<file path="config.mk">
export PLATFORM = sky130hd
export DESIGN_NAME = mch_host_port
export DESIGN_NICKNAME = d
export VERILOG_FILES = /design/src/include/mch_pkg.sv /design/src/core/mch_host_port.sv /design/src/core/mch_fifo.sv
export SDC_FILE = /design/constraint.sdc
export NUM_CORES = 1
export LEC_CHECK = 0
export BUFFER_PORTS_ARGS = -buffer_cell sky130_fd_sc_hd__buf_2
export CORE_ASPECT_RATIO = 1.2
export CORE_UTILIZATION = 35
export DETAILED_ROUTE_END_ITERATION = 10
export SETUP_SLACK_MARGIN = 0.3
export SYNTH_ARGS = -nofsm -noshare
export SYNTH_HDL_FRONTEND = slang
export SYNTH_SLANG_ARGS = --single-unit
</file>
<file path="constraint.sdc">
create_clock -name clock -period 13.61 [get_ports clock]
set_input_delay 2.722 -clock clock [delete_from_list [all_inputs] [get_ports clock]]
set_output_delay 2.722 -clock clock [all_outputs]
set_load 0.02 [all_outputs]
</file>
<file path="src/include/mch_pkg.sv">
package mch_pkg;

  // Host I/O port map, 10-bit I/O decode
  localparam int          ADDR_W          = 10;
  localparam logic [9:0]  DATA_PORT       = 10'h2FC;
  localparam logic [9:0]  RESET_RELEASE   = 10'h2FD;
  localparam logic [9:0]  CMD_STATUS_PORT = 10'h2FE;
  localparam logic [9:0]  RESET_ASSERT    = 10'h2FF;

  // Status byte layout
  localparam int ST_OUTBOUND = 0;
  localparam int ST_INBOUND  = 1;
  localparam int ST_UNUSED   = 2;
  localparam int ST_COMMAND  = 3;
  localparam int ST_BUTTON0  = 4;
  localparam int ST_PWRFAIL  = 7;

  // Synchroniser vector layout
  localparam int PIN_ADDR    = 0;
  localparam int PIN_DATA    = 10;
  localparam int PIN_IOR_N   = 18;
  localparam int PIN_IOW_N   = 19;
  localparam int PIN_AEN     = 20;
  localparam int PIN_POINTER = 21;
  localparam int PIN_CAL_A   = 28;
  localparam int PIN_CAL_C   = 29;
  localparam int PIN_SYSRST  = 30;
  localparam int PIN_W       = 31;

  // Values after reset
  localparam logic [7:0] RESET_BYTE   = 8'h00;
  localparam logic       RESET_LATCH0 = 1'b0;

  // Pointer input glitch filter
  localparam int CLOCK_MHZ      = 20;
  localparam int FILTER_TIME_NS = 1000;
  localparam int FILTER_CYCLES  = (FILTER_TIME_NS * CLOCK_MHZ + 999) / 1000;
  localparam int FLT_W          = $clog2(FILTER_CYCLES + 1);

  // Inbound word: command marker above the byte
  localparam int IB_W = 9;

  typedef enum logic [2:0] {
    MCH_IDLE  = 3'b001,
    MCH_READ  = 3'b010,
    MCH_WRITE = 3'b100
  } mch_bus_e;

endpackage

</file>
<file path="src/core/mch_host_port.sv">
// Contract
// - Chip select goes active on host I/O read or write to data or command port.
// - Chip select enables both the host data buffer and the embedded controller.
// - Address enable high (DMA cycle) forces chip select inactive.
// - Controller clock is the block clock halved by a toggling flip-flop.
// - Controller reset is system reset ORed with the reset latch.
// - Host write to reset-assert port sets the reset latch.
// - Host write to reset-release port clears the reset latch.
// - Interrupt request line raised when the controller has data ready.
// - Filtered pointer inputs appear on seven consecutive controller port-one bits.
// - Calendar lines reach controller on one port-one bit, five port-two bits.
// - Calendar power failure indication is delivered to the controller.
// - Every pointer input transition held 20 clocks or more, one tick of motion, passes through unmerged.
// - Pointer bit order kept so positive x is right, positive y toward user.
// - Calendar minute, hour, day, month traffic passes unaltered over its lines.
// - Data delivery by interrupt per byte, interrupt then poll, or poll only.
// - Host read of command port returns the status byte.
// - Status bit 0 is outbound byte pending, bit 1 inbound byte pending.
// - Command port write delivers the byte and sets the command flag, bit 3.
// - Status bits 4 to 6 show buttons up, bit 7 calendar power failure.
`timescale 1ns/1ps
module mch_host_port
  import mch_pkg::*;
#(
  parameter int IB_DEPTH = 2
) (
  input  wire logic        clock,
  input  wire logic        reset,
  input  wire logic [9:0]  bus_addr,
  input  wire logic [7:0]  bus_data_in,
  output logic [7:0]       bus_data_out,
  output logic             bus_data_oe_n,
  input  wire logic        bus_ior_n,
  input  wire logic        bus_iow_n,
  input  wire logic        bus_aen,
  input  wire logic        bus_sys_reset,
  output logic             bus_irq3,
  output logic             chip_select,
  output logic             ctrl_select,
  output logic             ctrl_clock,
  output logic             ctrl_reset,
  input  wire logic [7:0]  ctrl_ob_data,
  input  wire logic        ctrl_ob_load,
  input  wire logic        ctrl_irq_req,
  output logic [7:0]       ctrl_ib_data,
  output logic             ctrl_ib_cmd,
  output logic             ctrl_ib_valid,
  input  wire logic        ctrl_ib_ready,
  input  wire logic        ctrl_cmd_flag_clear,
  input  wire logic [2:0]  ctrl_button_up,
  output logic [7:0]       ctrl_port1_in,
  output logic [7:0]       ctrl_port2_in,
  input  wire logic [3:0]  ctrl_port2_out,
  input  wire logic        ctrl_cal_a_out,
  input  wire logic        ctrl_cal_a_drive,
  input  wire logic [6:0]  pointer_input_bits,
  input  wire logic        calendar_link_bit_a_in,
  output logic             calendar_link_bit_a_out,
  output logic             calendar_link_bit_a_oe_n,
  output logic [3:0]       calendar_link_bits_b,
  input  wire logic        calendar_link_bit_c
);

  generate
    if (IB_DEPTH < 2) begin : g_check
      $error("mch_host_port needs IB_DEPTH of at least 2");
    end
  endgenerate

  typedef struct packed {
    mch_bus_e                  bus;
    logic [PIN_W-1:0]          s1;
    logic [PIN_W-1:0]          s2;
    logic                      sel;
    logic                      drive;
    logic [7:0]                rdata;
    logic [9:0]                waddr;
    logic [7:0]                wdata;
    logic                      outbound_byte_pending;
    logic [7:0]                ob_data;
    logic                      f1;
    logic                      rst_latch;
    logic                      push;
    logic [IB_W-1:0]           push_word;
    logic                      div;
    logic                      irq;
    logic                      cres;
    logic [6:0]                filt;
    logic [6:0][FLT_W-1:0]     fcnt;
    logic [7:0]                port1;
    logic [7:0]                port2;
    logic [3:0]                bits_b;
    logic                      cal_a_out;
    logic                      cal_a_oe_n;
  } mch_port_s;

  mch_port_s       st;
  mch_port_s       next_st;
  logic            fifo_in_ready;
  logic [IB_W-1:0] fifo_out_data;
  logic [9:0]      addr_s;
  logic            ior_s;
  logic            iow_s;
  logic            aen_s;
  logic            inbound_byte_pending;
  logic [7:0]      status;

  // Data or command/status port hit, DMA cycles excluded
  function automatic logic port_hit(input logic [9:0] a, input logic aen);
    port_hit = !aen && (a == DATA_PORT || a == CMD_STATUS_PORT);
  endfunction

  mch_fifo #(
    .WIDTH (IB_W),
    .DEPTH (IB_DEPTH)
  ) u_inbound (
    .clock     (clock),
    .reset     (reset),
    .in_data   (st.push_word),
    .in_valid  (st.push),
    .in_ready  (fifo_in_ready),
    .out_data  (fifo_out_data),
    .out_valid (ctrl_ib_valid),
    .out_ready (ctrl_ib_ready)
  );

  assign ctrl_ib_data = fifo_out_data[7:0];
  assign ctrl_ib_cmd  = fifo_out_data[8];

  // Decisions only read the second synchroniser stage
  assign addr_s = st.s2[PIN_ADDR +: ADDR_W];
  assign ior_s  = !st.s2[PIN_IOR_N];
  assign iow_s  = !st.s2[PIN_IOW_N];
  assign aen_s  = st.s2[PIN_AEN];
  assign inbound_byte_pending    = ctrl_ib_valid;

  always_comb begin
    status              = RESET_BYTE;
    status[ST_OUTBOUND] = st.outbound_byte_pending;
    status[ST_INBOUND]  = inbound_byte_pending;
    status[ST_UNUSED]   = 1'b0;
    status[ST_COMMAND]  = st.f1;
    status[ST_BUTTON0 +: 3] = ctrl_button_up;
    status[ST_PWRFAIL]  = st.s2[PIN_CAL_C];
  end

  always_comb begin
    next_st      = st;
    next_st.s1   = {bus_sys_reset, calendar_link_bit_c,
                    calendar_link_bit_a_in, pointer_input_bits,
                    bus_aen, bus_iow_n, bus_ior_n, bus_data_in, bus_addr};
    next_st.s2   = st.s1;
    next_st.push = 1'b0;
    next_st.div  = !st.div;

    // Controller fills the outbound byte; its load beats a host read
    if (ctrl_ob_load) begin
      next_st.ob_data = ctrl_ob_data;
    end
    if (ctrl_cmd_flag_clear) begin
      next_st.f1 = 1'b0;
    end

    case (st.bus)
      MCH_IDLE: begin
        next_st.sel   = 1'b0;
        next_st.drive = 1'b0;
        if (ior_s && !iow_s) begin
          next_st.bus = MCH_READ;
          if (port_hit(addr_s, aen_s)) begin
            next_st.sel   = 1'b1;
            next_st.drive = 1'b1;
            if (addr_s == CMD_STATUS_PORT) begin
              next_st.rdata = status;
            end else begin
              next_st.rdata = st.ob_data;
              next_st.outbound_byte_pending   = 1'b0;
            end
          end
        end else if (iow_s && !ior_s) begin
          next_st.bus   = MCH_WRITE;
          next_st.sel   = port_hit(addr_s, aen_s);
          next_st.waddr = addr_s;
          next_st.wdata = st.s2[PIN_DATA +: 8];
        end
      end
      MCH_READ: begin
        if (aen_s) begin
          next_st.sel   = 1'b0;
          next_st.drive = 1'b0;
        end
        if (!ior_s) begin
          next_st.bus   = MCH_IDLE;
          next_st.sel   = 1'b0;
          next_st.drive = 1'b0;
        end
      end
      MCH_WRITE: begin
        if (aen_s) begin
          next_st.sel = 1'b0;
        end
        if (iow_s) begin
          // Data settles late on the bus, so keep sampling until release
          next_st.wdata = st.s2[PIN_DATA +: 8];
        end else begin
          next_st.bus = MCH_IDLE;
          next_st.sel = 1'b0;
          if (st.sel) begin
            next_st.push      = 1'b1;
            next_st.push_word = {st.waddr == CMD_STATUS_PORT, st.wdata};
            if (st.waddr == CMD_STATUS_PORT) begin
              next_st.f1 = 1'b1;
            end else if (!ctrl_cmd_flag_clear) begin
              next_st.f1 = 1'b0;
            end
          end else if (!aen_s && st.waddr == RESET_ASSERT) begin
            next_st.rst_latch = 1'b1;
          end else if (!aen_s && st.waddr == RESET_RELEASE) begin
            next_st.rst_latch = 1'b0;
          end
        end
      end
      default: begin
        next_st.bus   = MCH_IDLE;
        next_st.sel   = 1'b0;
        next_st.drive = 1'b0;
      end
    endcase

    if (ctrl_ob_load) begin
      next_st.outbound_byte_pending = 1'b1;
    end

    // Interrupt follows the controller request only while a byte waits
    next_st.irq  = ctrl_irq_req && next_st.outbound_byte_pending;
    next_st.cres = st.s2[PIN_SYSRST] || next_st.rst_latch;

    // Glitch filter stands in for the RC network and Schmitt stage
    for (int i = 0; i < 7; i++) begin
      if (st.s2[PIN_POINTER + i] == st.filt[i]) begin
        next_st.fcnt[i] = '0;
      end else if (st.fcnt[i] == FLT_W'(FILTER_CYCLES - 1)) begin
        next_st.filt[i] = st.s2[PIN_POINTER + i];
        next_st.fcnt[i] = '0;
      end else begin
        next_st.fcnt[i] = st.fcnt[i] + FLT_W'(1);
      end
    end

    // Pointer bits keep their pin order; the controller owns the sense
    next_st.port1 = {st.s2[PIN_CAL_A], st.filt};
    next_st.port2 = {st.s2[PIN_CAL_C], 3'b000, st.bits_b};
    next_st.bits_b     = ctrl_port2_out;
    next_st.cal_a_out  = ctrl_cal_a_out;
    next_st.cal_a_oe_n = !ctrl_cal_a_drive;
  end

  always_ff @(posedge clock or posedge reset) begin
    if (reset) begin
      st            <= '0;
      st.bus        <= MCH_IDLE;
      st.s1[PIN_IOR_N] <= 1'b1;
      st.s1[PIN_IOW_N] <= 1'b1;
      st.s2[PIN_IOR_N] <= 1'b1;
      st.s2[PIN_IOW_N] <= 1'b1;
      st.rst_latch  <= RESET_LATCH0;
      st.cres       <= 1'b1;
      st.cal_a_oe_n <= 1'b1;
    end else begin
      st <= next_st;
    end
  end

  // Refused write: a full inbound buffer drops the word, pending stays set
  logic unused_ready;
  assign unused_ready = fifo_in_ready;

  assign bus_data_out             = st.rdata;
  assign bus_data_oe_n            = !st.drive;
  assign bus_irq3                 = st.irq;
  assign chip_select              = st.sel;
  assign ctrl_select              = st.sel;
  assign ctrl_clock               = st.div;
  assign ctrl_reset               = st.cres;
  assign ctrl_port1_in            = st.port1;
  assign ctrl_port2_in            = st.port2;
  assign calendar_link_bit_a_out  = st.cal_a_out;
  assign calendar_link_bit_a_oe_n = st.cal_a_oe_n;
  assign calendar_link_bits_b     = st.bits_b;

endmodule

</file>
<file path="src/core/mch_fifo.sv">
`timescale 1ns/1ps
module mch_fifo
  import mch_pkg::*;
#(
  parameter int WIDTH = IB_W,
  parameter int DEPTH = 2
) (
  input  wire logic             clock,
  input  wire logic             reset,
  input  wire logic [WIDTH-1:0] in_data,
  input  wire logic             in_valid,
  output logic                  in_ready,
  output logic [WIDTH-1:0]      out_data,
  output logic                  out_valid,
  input  wire logic             out_ready
);

  localparam int PW = (DEPTH > 1) ? $clog2(DEPTH) : 1;
  localparam int CW = $clog2(DEPTH + 1);

  generate
    if (DEPTH < 2 || WIDTH < 1) begin : g_check
      $error("mch_fifo needs DEPTH of at least 2 and WIDTH of at least 1");
    end
  endgenerate

  typedef struct packed {
    logic [DEPTH-1:0][WIDTH-1:0] mem;
    logic [PW-1:0]               wp;
    logic [PW-1:0]               rp;
    logic [CW-1:0]               count;
  } mch_fifo_s;

  mch_fifo_s st;
  mch_fifo_s next_st;
  logic      push;
  logic      pop;

  function automatic logic [PW-1:0] next_ptr(input logic [PW-1:0] p);
    if (p == PW'(DEPTH - 1)) begin
      next_ptr = '0;
    end else begin
      next_ptr = p + PW'(1);
    end
  endfunction

  assign in_ready  = (st.count != CW'(DEPTH));
  assign out_valid = (st.count != '0);
  assign out_data  = st.mem[st.rp];

  always_comb begin
    next_st = st;
    push    = in_valid && in_ready;
    pop     = out_valid && out_ready;
    if (push) begin
      next_st.mem[st.wp] = in_data;
      next_st.wp         = next_ptr(st.wp);
    end
    if (pop) begin
      next_st.rp = next_ptr(st.rp);
    end
    if (push && !pop) begin
      next_st.count = st.count + CW'(1);
    end else if (pop && !push) begin
      next_st.count = st.count - CW'(1);
    end
  end

  always_ff @(posedge clock or posedge reset) begin
    if (reset) begin
      st <= '0;
    end else begin
      st <= next_st;
    end
  end

endmodule

</file>
==> impl_metrics.py <==
metrics = {
    "synthesis": {
        "synth_compound_area_frac": 0.0296,
        "synthXorXnorAreaFrac": 0.0292,
        "synth.area.mux_share": 0.123,
        "async_flop_share": 1.00,
        "synth-seq-cells": 200,
        "synth-simple-area-share": 0.0860,
        "synthAdderAreaFrac": 0.0184,
        "synthCells": 527,
        "syn_avg_cell_area_um2": 14.2,
        "syn_area_um2": 7490,
        "synth_cell_types": 47,
        "yosys_warnings": 0,
        "synth_ff_type": "dfrtp_1",
        "synth_top_family_by_area": "multiplexers",
        "synth_edf_count": 0,
        "seq_area_frac_synth": 0.669,
    },
    "clock_tree": {
        "clkTransAtPathRegs_ns": 0.07,
        "postCtsHoldBufs": 0,
        "htreeDepth": 4,
        "cts_tree": "built",
        "post_cts_buffers": 0,
        "clkLatencyLatePin_ns": 0.43,
        "cts_buffers": 17,
        "cts.sinks": 200,
        "clk_path_buf_depth": 2,
        "root_buffer": "clkbuf_16",
        "cts_resized": 0,
    },
    "sta": {
        "tightest_slew_ns": 0.918,
        "finalHoldViolCount": 0,
        "setup_tns_ns": 0,
        "whs_ns": 0.346,
        "rsz0062_at_grt": "false",
        "skew_ns": 0.00921,
        "max-slew-margin-rel": 0.388,
        "max_freq_mhz": 232,
        "post-route-min-period_ns": 4.31,
        "setup-violations-final": 0,
        "maxSlewViolCount": 0,
        "fin_crit_sh": 0.316,
    },
    "grt": {
        "met2_usage": 0.199,
        "use_met3": 0.0403,
        "grt_pass1_wl_mm": 20.1,
        "grt_util_met1": 0.138,
        "grt_pass1_vias": 4245,
        "grt_use_total": 0.119,
        "grt_overflow_total": 0,
        "gr-max-usage-layer": "met2",
        "grt_max_degree": 126,
        "antenna_found_initial": 2,
    },
    "power": {
        "vdd.ir_drop.worst_mv": 0.0860,
        "p_leak_nw": 4.16,
        "total_power_mw": 1.30,
        "p_per_area_nw_per_um2": 150,
    },
    "floorplan": {
        "start_util": 0.357,
        "pin_count": 100,
        "die_y_um": 162,
        "die_area_um2": 22000,
        "die_w_um": 136,
        "core.rowCount": 58,
        "design.core.area_um2": 21000,
    },
    "placement": {
        "gp_congestion": 0.749,
        "io_buffers": 96,
        "dpl.hpwl_mm": 8.25,
    },
    "detailed_routing": {
        "ant_nets": 0,
        "drc": 0,
        "wirelength_mm": 11.9,
        "firstDrtPassIters": 4,
        "vias_per_cell": 4.57,
        "drt_iter0_markers": 140,
        "vias": 4077,
        "wl_per_cell_um": 13.3,
    },
    "setup_path": {
        "path_class": "flop to output port",
        "critical_path_required_ns": 10.89,
        "endpoint_kind": "output port",
        "critPathMaxFanout": 10,
        "critPathLaunchType": "flop",
        "cp.arrival_ns": 1.58,
    },
    "run_status": {
        "status": "finished, final reports clean",
    },
    "layout": {
        "final_util": 0.413,
        "seqCellArea_um2": 5010,
        "nNetsFinal": 673,
        "drive_gt1_frac": 0.361,
        "area_delta_synth_final_pct": 15.5,
        "fillers": 1955,
        "multi_input_area_um2": 2160,
    },
    "job": {
        "max-cap-violations": 0,
    },
    "worst_hold_path": {
        "hp-class": "flop to flop",
    },
}
-- layout make-up --
cell class                 instances  share of cell area
antenna                            2            0.000578
clock buffer                      19              0.0512
clock inverter                    13              0.0158
inverter                          18             0.00867
multi-input combinational        274               0.249
sequential                       200               0.579
tap                              270              0.0390
timing repair buffer              97              0.0564
-- cell families (layout without fill, tap and decap cells) --
group / after synthesis / after routing
xor+xnor: 25 / 25
flops: 200 / 200
other cells: 1 / 5
simple gates: 118 / 118
buf+inv: 55 / 147
mux: 82 / 82
fa+ha+maj: 11 / 11
compound gates: 35 / 35
-- critical path: stages (launching register included) --
cell and delay [ns]:
dfrtp_1 0.61, mux2_2 0.39, buf_2 0.16
-- per-stage QoR --
stage / cells / instance area [um^2] / setup slack, ns
finish: 893 / 8650 / 9.30
global route: 892 / 8650 / 9.19
CTS: 891 / 8650 / 9.24
detailed placement: 859 / 8070 / 9.10
global placement: 859 / 8070 / 9.17
floorplan: 529 / 7500 / 5.45
-- final timing paths --
check / startpoint / endpoint / slack [ns] / cells after the start
setup / recovery: u_inbound.st[2]$_DFFE_PP0P_ / ctrl_ib_data[2] / 9.30 / 2
hold / removal: next_st[122]$_DFF_PP0_ / addr_s[6]$_DFF_PP0_ / 0.35 / 0
setup reg to reg: st[134]$_DFF_PP1_ / st[89]$_DFFE_PP0P_ / 11.43 / 5
hold reg to reg: next_st[122]$_DFF_PP0_ / addr_s[6]$_DFF_PP0_ / 0.35 / 0
max in group asynchronous: reset / st[92]$_DFFE_PP0P_ / 9.67 / 3
min in group asynchronous: reset / ctrl_port1_in[3]$_DFF_PP0_ / 2.44 / 2
-- report_power, final --
group          switching (mW)  internal, mW  total, mW
sequential             0.0389         0.650      0.689
combinational          0.0542        0.0643      0.119
clock                   0.226         0.263      0.489
total                   0.319         0.977       1.30
-- sequential cells by signal (all words and copies together), names as in the netlist, 4 cells and up --
register              count
ctrl_port1_in             8
next_st                  40
st                       96
addr_s                   10
u_inbound.st             22
bus_data_out              8
ctrl_port2_in             5
calendar_link_bits_b      4
-- synthesized netlist by cell type (3+ instances only) --
master	instances	area [um^2]
a22oi_1	5	37.5
and2_1	3	18.8
or3b_2	3	26.3
xnor2_1	16	140
inv_1	18	67.6
dfrtp_1	193	4830
or2_2	3	18.8
nand3_1	10	50.1
buf_4	30	225
nand2b_1	10	62.6
a31o_2	3	26.3
nand2_1	18	67.6
nor2_1	38	143
nor3b_1	6	45.0
dfstp_2	7	184
mux2i_1	7	70.1
nor2b_1	5	31.3
o21ai_0	12	60.1
nor3_1	6	30.0
mux2_2	73	822
ha_1	11	138
buf_2	3	15.0
clkbuf_1	3	11.3
a21oi_1	10	50.1
xor2_1	9	78.8
-- layer usage --
layer | vias up | part of all wire
met5 | - | 0
met4 | 0 | 0.016
met3 | 13 | 0.047
met2 | 78 | 0.52
met1 | 2070 | 0.42
li1 | 1916 | -
-- layout by cell type, fill, tap and decap left out, types with 4 or more instances in the layout --
master     count
nor3b_1        6
a22oi_1        5
buf_2         96
o21ai_0       12
nor2b_1        5
xnor2_1       16
mux2_2        73
a21oi_1       10
xor2_1         9
ha_1          11
dfrtp_1      193
nand2b_1      10
inv_6          4
nand2_1       18
nor2_1        38
dfstp_2        7
inv_1         17
mux2i_1        7
nand3_1       10
clkbuf_16     17
nor3_1         6
(Power assumes the default switching activity.)
